`config.mk`:
```
export PLATFORM = sky130hd
export DESIGN_NAME = dfp_top
export DESIGN_NICKNAME = d
export VERILOG_FILES = /design/src/include/dfp_pkg.sv /design/src/hdl/dfp_top.sv
export VERILOG_INCLUDE_DIRS = /design/src /design/src/include
export SDC_FILE = /design/constraint.sdc
export NUM_CORES = 1
export LEC_CHECK = 0
export ABC_AREA = 1
export BUFFER_PORTS_ARGS = -buffer_cell sky130_fd_sc_hd__buf_4
export CORE_ASPECT_RATIO = 1.25
export CORE_MARGIN = 8
export CORE_UTILIZATION = 45
export CTS_CLUSTER_DIAMETER = 100
export DETAILED_ROUTE_END_ITERATION = 12
export GPL_TIMING_DRIVEN = 0
export PLACE_DENSITY = 0.69
export SYNTH_ARGS = -nofsm -noshare
export SYNTH_HDL_FRONTEND = slang
export SYNTH_SLANG_ARGS = --single-unit
```
`constraint.sdc`:
```
create_clock -name clk -period 4.24 [get_ports clk]
set_input_delay 0.848 -clock clk [delete_from_list [all_inputs] [get_ports clk]]
set_output_delay 0.848 -clock clk [all_outputs]
set_load 0.02 [all_outputs]
```
`src/include/dfp_map.svh`:
```
// register map, field positions and codes of the dual fast pwm
// Functional notes
// two independent pulse outputs, each shaped by its own duty register.
// software sets both shared port latches to one before using pulses.
// width mode 00 is 8-bit, 01 is 7-bit, 10 is 6-bit, 11 is reserved.
// the run bit stops the shared 8-bit counter at zero, else it counts.
// each channel has an enable bit: zero disables, one enables output.
// software writes only duty values 10h through F0h.
// while stopped the counter is held at zero and both pins drive one.
// software clears the run bit before changing the width mode.
// software clears run and both enables before deep standby.
// software changes an enable bit only while the counter is stopped.
// the half-clock step uses the falling edge, so clock duty matters.
// after reset enable, run and mode bits read zero.
// mode is common; period is 2^8, 2^7 or 2^6 clocks.
// in 8-bit mode the low width is the duty value in whole clocks.
// in 7-bit mode the top seven bits count clocks, bit 0 adds half.
// in 6-bit mode the two low bits dither half-clock steps over pulses.
// an enabled output is low from period start for the width, then high.
`ifndef DFP_MAP_SVH
`define DFP_MAP_SVH

// -----------------------------------------------------------------
// register indices, the byte address is four times the index
// -----------------------------------------------------------------
`define DFP_IDX_CONTROL 6'h0c
`define DFP_IDX_DUTY0 6'h0d
`define DFP_IDX_DUTY1 6'h0e

// -----------------------------------------------------------------
// control fields and codes
// -----------------------------------------------------------------
`define DFP_CTRL_RESET 8'h00
`define DFP_CTRL_WMASK 8'hcb
`define DFP_MODE_8BIT 2'h0
`define DFP_MODE_7BIT 2'h1
`define DFP_MODE_6BIT 2'h2
`define DFP_MASK_8BIT 8'hff
`define DFP_MASK_7BIT 8'h7f
`define DFP_MASK_6BIT 8'h3f
`define DFP_DUTY_RESET 8'h00
`define DFP_RESP_OKAY 2'h0
`define DFP_RESP_SLVERR 2'h2

`endif

```
`src/include/dfp_pkg.sv`:
```
// types shared by the dual fast pwm
package dfp_pkg;

	// control register layout, bit 7 down to bit 0
	typedef struct packed {
		logic out1_enable;
		logic out0_enable;
		logic [1:0] spare_hi;
		logic counter_run;
		logic spare_lo;
		logic [1:0] width_mode_sel;
	} dfp_ctrl_s;

	// one write request held by the bus slave
	typedef struct packed {
		logic [5:0] index;
		logic [31:0] data;
		logic [3:0] strb;
	} dfp_wreq_s;

endpackage

```
`src/hdl/dfp_top.sv`:
```
// dual fast pwm with its axi4-lite register slave
`timescale 1ns/1ns
`include "dfp_map.svh"

module dfp_top (
	input wire logic clk, // 20 MHz source clock
	input wire logic rst, // async reset, active high
	input wire logic [7:0] s_axi_awaddr, // write address
	input wire logic s_axi_awvalid, // write address valid
	output logic s_axi_awready, // write address ready
	input wire logic [31:0] s_axi_wdata, // write data
	input wire logic [3:0] s_axi_wstrb, // write byte strobes
	input wire logic s_axi_wvalid, // write data valid
	output logic s_axi_wready, // write data ready
	output logic [1:0] s_axi_bresp, // write response
	output logic s_axi_bvalid, // write response valid
	input wire logic s_axi_bready, // write response ready
	input wire logic [7:0] s_axi_araddr, // read address
	input wire logic s_axi_arvalid, // read address valid
	output logic s_axi_arready, // read address ready
	output logic [31:0] s_axi_rdata, // read data
	output logic [1:0] s_axi_rresp, // read response
	output logic s_axi_rvalid, // read data valid
	input wire logic s_axi_rready, // read data ready
	input wire logic port_latch_a, // port output latch of pin a
	input wire logic port_latch_b, // port output latch of pin b
	output logic shared_port_pin_a, // pin a, pulse output 0
	output logic shared_port_pin_b // pin b, pulse output 1
);

	// -----------------------------------------------------------------
	// declarations
	// -----------------------------------------------------------------
	dfp_pkg::dfp_ctrl_s ctrl_ff;
	dfp_pkg::dfp_wreq_s wreq;
	logic [7:0] duty_ff [2];
	logic [7:0] cnt_ff;
	logic frame_ff;
	logic [7:0] mask;
	logic [7:0] phase;
	logic period_end;
	logic [1:0] low_ff;
	logic [1:0] ext_ff;
	logic [1:0] ext_n_ff;
	logic [1:0] pulse_out;
	logic [1:0] chan_en;
	logic aw_got_ff;
	logic w_got_ff;
	logic [5:0] aw_idx_ff;
	logic [31:0] w_data_ff;
	logic [3:0] w_strb_ff;
	logic aw_now;
	logic w_now;
	logic do_write;
	logic wr_hit;
	logic do_read;
	logic [5:0] rd_idx;
	logic rd_hit;
	logic [7:0] rd_val;
	logic bvalid_ff;
	logic [1:0] bresp_ff;
	logic rvalid_ff;
	logic [31:0] rdata_ff;
	logic [1:0] rresp_ff;

	// -----------------------------------------------------------------
	// axi4-lite write channel
	// -----------------------------------------------------------------
	// address and data are taken independently, in either order
	assign s_axi_awready = !aw_got_ff && !bvalid_ff;
	assign s_axi_wready = !w_got_ff && !bvalid_ff;
	assign aw_now = aw_got_ff || (s_axi_awvalid && s_axi_awready);
	assign w_now = w_got_ff || (s_axi_wvalid && s_axi_wready);
	assign do_write = aw_now && w_now && !bvalid_ff;

	// current write request, held or straight from the bus
	always_comb begin
		wreq.index = aw_got_ff ? aw_idx_ff : s_axi_awaddr[7:2];
		wreq.data = w_got_ff ? w_data_ff : s_axi_wdata;
		wreq.strb = w_got_ff ? w_strb_ff : s_axi_wstrb;
		wr_hit = (wreq.index == `DFP_IDX_CONTROL) ||
			(wreq.index == `DFP_IDX_DUTY0) ||
			(wreq.index == `DFP_IDX_DUTY1);
	end

	// hold a half that arrived early
	always_ff @(posedge clk or posedge rst) begin
		if (rst) begin
			aw_got_ff <= 1'b0;
			w_got_ff <= 1'b0;
			aw_idx_ff <= 6'h00;
			w_data_ff <= 32'h0000_0000;
			w_strb_ff <= 4'h0;
		end else begin
			if (do_write) begin
				aw_got_ff <= 1'b0;
				w_got_ff <= 1'b0;
			end else begin
				if (s_axi_awvalid && s_axi_awready) begin
					aw_got_ff <= 1'b1;
					aw_idx_ff <= s_axi_awaddr[7:2];
				end
				if (s_axi_wvalid && s_axi_wready) begin
					w_got_ff <= 1'b1;
					w_data_ff <= s_axi_wdata;
					w_strb_ff <= s_axi_wstrb;
				end
			end
		end
	end

	// write response, slverr on an unmapped index
	always_ff @(posedge clk or posedge rst) begin
		if (rst) begin
			bvalid_ff <= 1'b0;
			bresp_ff <= `DFP_RESP_OKAY;
		end else if (do_write) begin
			bvalid_ff <= 1'b1;
			bresp_ff <= wr_hit ? `DFP_RESP_OKAY : `DFP_RESP_SLVERR;
		end else if (s_axi_bready) begin
			bvalid_ff <= 1'b0;
		end
	end
	assign s_axi_bvalid = bvalid_ff;
	assign s_axi_bresp = bresp_ff;

	// control register, unused bits forced to zero
	always_ff @(posedge clk or posedge rst) begin
		if (rst) begin
			ctrl_ff <= `DFP_CTRL_RESET;
		end else if (do_write && wreq.strb[0] &&
			wreq.index == `DFP_IDX_CONTROL) begin
			ctrl_ff <= wreq.data[7:0] & `DFP_CTRL_WMASK;
		end
	end

	// -----------------------------------------------------------------
	// axi4-lite read channel
	// -----------------------------------------------------------------
	assign s_axi_arready = !rvalid_ff;
	assign do_read = s_axi_arvalid && s_axi_arready;
	assign rd_idx = s_axi_araddr[7:2];

	// read mux
	always_comb begin
		rd_hit = 1'b1;
		unique case (rd_idx)
			`DFP_IDX_CONTROL: rd_val = ctrl_ff;
			`DFP_IDX_DUTY0: rd_val = duty_ff[0];
			`DFP_IDX_DUTY1: rd_val = duty_ff[1];
			default: begin
				rd_val = 8'h00;
				rd_hit = 1'b0;
			end
		endcase
	end

	// read data held until rready
	always_ff @(posedge clk or posedge rst) begin
		if (rst) begin
			rvalid_ff <= 1'b0;
			rdata_ff <= 32'h0000_0000;
			rresp_ff <= `DFP_RESP_OKAY;
		end else if (do_read) begin
			rvalid_ff <= 1'b1;
			rdata_ff <= {24'h00_0000, rd_val};
			rresp_ff <= rd_hit ? `DFP_RESP_OKAY : `DFP_RESP_SLVERR;
		end else if (s_axi_rready) begin
			rvalid_ff <= 1'b0;
		end
	end
	assign s_axi_rvalid = rvalid_ff;
	assign s_axi_rdata = rdata_ff;
	assign s_axi_rresp = rresp_ff;

	// -----------------------------------------------------------------
	// shared counter
	// -----------------------------------------------------------------
	// period mask from the common width mode, reserved acts as 8-bit
	always_comb begin
		case (ctrl_ff.width_mode_sel)
			`DFP_MODE_7BIT: mask = `DFP_MASK_7BIT;
			`DFP_MODE_6BIT: mask = `DFP_MASK_6BIT;
			default: mask = `DFP_MASK_8BIT;
		endcase
	end
	assign phase = cnt_ff & mask;
	assign period_end = (phase == mask);

	// counter and pulse index, cleared while stopped
	always_ff @(posedge clk or posedge rst) begin
		if (rst) begin
			cnt_ff <= 8'h00;
			frame_ff <= 1'b0;
		end else if (!ctrl_ff.counter_run) begin
			cnt_ff <= 8'h00;
			frame_ff <= 1'b0;
		end else begin
			cnt_ff <= cnt_ff + 8'h01;
			frame_ff <= frame_ff ^ period_end;
		end
	end

	assign chan_en = {ctrl_ff.out1_enable, ctrl_ff.out0_enable};

	// -----------------------------------------------------------------
	// per-channel comparators
	// -----------------------------------------------------------------
	for (genvar ch = 0; ch < 2; ch++) begin : g_chan
		logic [7:0] whole;
		logic [1:0] halves;
		logic [7:0] width;
		logic on;

		// duty register of this channel
		always_ff @(posedge clk or posedge rst) begin
			if (rst) begin
				duty_ff[ch] <= `DFP_DUTY_RESET;
			end else if (do_write && wreq.strb[0] &&
				wreq.index == `DFP_IDX_DUTY0 + 6'(ch)) begin
				duty_ff[ch] <= wreq.data[7:0];
			end
		end

		// whole clocks and half-clock steps of this pulse
		always_comb begin
			whole = duty_ff[ch];
			halves = 2'b00;
			case (ctrl_ff.width_mode_sel)
				`DFP_MODE_7BIT: begin
					whole = {1'b0, duty_ff[ch][7:1]};
					halves = {1'b0, duty_ff[ch][0]};
				end
				`DFP_MODE_6BIT: begin
					whole = {2'b00, duty_ff[ch][7:2]};
					if (frame_ff)
						halves = {1'b0, duty_ff[ch][1]};
					else
						halves = {&duty_ff[ch][1:0], ^duty_ff[ch][1:0]};
				end
				default: begin
				end
			endcase
			width = whole + {7'h00, halves[1]};
			on = ctrl_ff.counter_run && chan_en[ch];
		end

		// low from period start, then half-clock tail
		always_ff @(posedge clk or posedge rst) begin
			if (rst) begin
				low_ff[ch] <= 1'b0;
				ext_ff[ch] <= 1'b0;
			end else begin
				low_ff[ch] <= on && (phase < width);
				ext_ff[ch] <= on && halves[0] && (phase == width);
			end
		end

		// falling-edge copy ends the tail after half a clock
		always_ff @(negedge clk or posedge rst) begin
			if (rst)
				ext_n_ff[ch] <= 1'b0;
			else
				ext_n_ff[ch] <= ext_ff[ch];
		end

		// active-low pulse, high when idle
		assign pulse_out[ch] = !(low_ff[ch] ||
			(ext_ff[ch] && !ext_n_ff[ch]));
	end

	// pins combine pulse with port latch
	assign shared_port_pin_a = port_latch_a && pulse_out[0];
	assign shared_port_pin_b = port_latch_b && pulse_out[1];
endmodule

```
==> flow_summary.json <==
{
  "run_status": "completed",
  "synth_adder_area_share": 0.0732,
  "root_buf_cell": "clkbuf_16",
  "dieArea_um2": 13300,
  "synthDominantCellAreaShare": 0.355,
  "grt_max_degree": 42,
  "hold_path_class": "reg -> reg",
  "antenna-diode-count": 0,
  "die_height_um": 127,
  "synth.mux.area_fraction": 0.00506,
  "crit_arrival_ns": 3.15,
  "finalWeightedCongestion": 0.879,
  "antenna_found_initial": 0,
  "globalRoute.totalOverflow": 0,
  "tritoncts.num_buffers": 9,
  "avgViaCountPerCell": 4.98,
  "leakage_uw": 0.00286,
  "grt_first_pass_wirelength_um": 18500,
  "clk_latency_ns": 0.34,
  "synth-seq-area-share": 0.366,
  "cts_tree": "yes",
  "finClkSkew_ns": 0.00750,
  "synthTopCellsByArea": "dfrtp_1 (35%), nand2_1 (16%), ha_1 (7.3%)",
  "synth_seq_cells": 65,
  "largest_vdd_supply_drop_v": 0.000359,
  "total_number_of_placement_rows": 40,
  "placeable_core_area_um2": 9610,
  "cp-start-kind": "flip-flop",
  "initial_core_util": 0.463,
  "cts_max_path_buffers": 2,
  "crit_fanout": 1,
  "setup_violations": 0,
  "antenna_violating_nets_post_route": 0,
  "place.detailed.instances": 790,
  "final_design_utilization": 0.563,
  "yosysWarnings": 0,
  "synth_area_leader_cell": "dfrtp_1",
  "ios": 104,
  "flow.area_growth_from_synthesis_pct": 21.7,
  "io_buffers": 46,
  "fin_cells": 806,
  "cap_violations": 0,
  "syn_area_cell_um2": 7.51,
  "layout-drive-gt1-share": 0.206,
  "post_drt_wl_per_cell_um": 13.7,
  "die_width_um": 105,
  "htreeDepth": 3,
  "cts.repair_timing.setup_buffer_count": 0,
  "first_global_vias": 4029,
  "worstPathRequired_ns": 3.39,
  "number_of_enable_flip_flop_cells_after_synthesis": 0,
  "post_synth_and_or_nand_nor_area_fraction": 0.343,
  "syn-instance-count": 592,
  "synth_compound_gate_area_share": 0.0813,
  "final-hold-violation-count": 0,
  "slew_headroom": 0.621,
  "fin_setup_tns_ns": 0,
  "synthXorXnorAreaFrac": 0.00985,
  "detailedPlacementHpwl_um": 8750,
  "hold_buffers": 0,
  "post-route-drc-count": 0,
  "drt_iter0_drc": 205,
  "worst_pin_slew_ns": 0.567,
  "postRouteWirelength_um": 11000,
  "synth_top_family_by_area": "simple AND/OR/NAND/NOR gates",
  "reg2reg_setup_slack_ns": 0.72,
  "rsz0062_at_grt": "no",
  "drt-pass1-iter-count": 5,
  "clock_input_transition_at_the_sequential_cells_of_the_worst_setup_and_hold_paths_ns": 0.06,
  "timing.final.max_slew_violations": 0,
  "track_usage": 0.168,
  "power_per_cell_area_nw_per_um2": 556,
  "synth_area_um2": 4450,
  "ys_types": 39,
  "finalNetCount": 762,
  "synth_flop_cell": "dfrtp_1",
  "postSynth.asyncResetShare": 1.00,
  "ctsResizeCount": 0,
  "clkSinkCount": 65,
  "criticalPathCategory": "reg -> out",
  "total_power_uw": 3010,
  "detailroute.via_count": 4012,
  "critPathCaptureType": "output port"
}
[synth_stat cells, drive strengths merged, types with 4 or more instances]
| master | count |
|---|---|
| nand2 | 196 |
| dfrtp | 63 |
| inv | 61 |
| nand3 | 61 |
| buf | 40 |
| o21ai | 38 |
| nor2 | 37 |
| ha | 26 |
| nand4 | 22 |
| a21oi | 18 |
| nor3 | 6 |
| xor2 | 4 |
[per-stage QoR]
| step | hold WS [ns] | setup WS (ns) | cell area [um^2] |
|---|---|---|---|
| global placement | 0.464 | 0.151 | 5050 |
| finish | 0.478 | 0.244 | 5410 |
| global route | 0.499 | 0.185 | 5410 |
| detailed placement | 0.467 | 0.587 | 5070 |
| CTS | 0.483 | 0.230 | 5410 |
| floorplan | 0.450 | 0.552 | 4540 |
[cell families after synthesis]
family                     Yosys count
AOI/OAI and AO/OA                   62
and+or+nand+nor                    327
xor gates and xnor gates             5
DFF                                 65
buffers and inverters              104
adders and majority gates           26
other                                1
muxes                                2
[state kept, by name, indices dropped and copies added (netlist names)]
register and flops:
w_data_ff 8, w_got_ff 1, s_axi_bresp 1, duty_ff 16
w_strb_ff 1, low_ff 2, s_axi_rvalid 1, ext_ff 2
cnt_ff 8, frame_ff 1, aw_idx_ff 6, ext_n_ff 2
aw_got_ff 1, ctrl_ff 3, s_axi_rdata 8, s_axi_rresp 1
s_axi_bvalid 1, chan_en 2
[layout make-up]
| class | instances | area [um^2] |
|---|---|---|
| Fill cell | 922 | 4200 |
| Multi-Input combinational cell | 448 | 2370 |
| Sequential cell | 65 | 1630 |
| Timing Repair Buffer | 47 | 365 |
| Buffer | 42 | 307 |
| Inverter | 62 | 236 |
| Clock buffer | 10 | 229 |
| Tap cell | 126 | 158 |
| Clock inverter | 6 | 115 |
[power breakdown]
part           switching, uW  total [uW]  leakage (uW)  internal (uW)
clock network            287         865      0.000163            577
registers                138         903      0.000865            764
logic                    783        1240       0.00183            456
[worst max-delay path: stages, from the launching register on]
cell and delay [ns]:
dfrtn_1 0.37, o21ai_0 0.08, nor2_1 0.09, buf_4 0.15
[placed cells by master, fill, tap and decap left out, types with 3 or more instances in the layout]
cell / count
inv_1: 58
buf_2: 8
nor2_4: 4
buf_6: 5
nor3_1: 5
nand4_1: 22
buf_4: 73
nand2_1: 191
clkbuf_16: 9
bufinv_16: 3
o211ai_1: 3
nand2_4: 3
o21ai_0: 26
ha_1: 26
nor2_2: 4
nor2_1: 27
xor2_1: 4
o21ai_2: 9
conb_1: 26
dfrtp_1: 63
clkbuf_1: 3
o21ai_1: 3
nand3_1: 57
a21oi_1: 17
[layer usage]
layer / up-vias / routed length (um) / GRT usage / part of all wire
li1: 2046 / - / - / -
met1: 1871 / 4370 / 0.177 / 0.40
met2: 73 / 6040 / 0.319 / 0.55
met3: 22 / 389 / 0.0362 / 0.035
met4: 0 / 230 / 0.0598 / 0.021
met5: - / 0 / 0 / 0
[worst paths after layout]
kind	start	end	cells past startpoint
setup / recovery	ext_n_ff[1]	shared_port_pin_b	3
hold / removal	s_axi_rdata[3]	s_axi_rdata[3]	2
setup reg to reg	ctrl_ff[0]	ext_ff[0]	17
hold reg to reg	s_axi_rdata[3]	s_axi_rdata[3]	2
max in group asynchronous	rst	ext_n_ff[1]	3
min in group asynchronous	rst	w_data_ff[2]	2
Power figures use the tool's default switching activity.
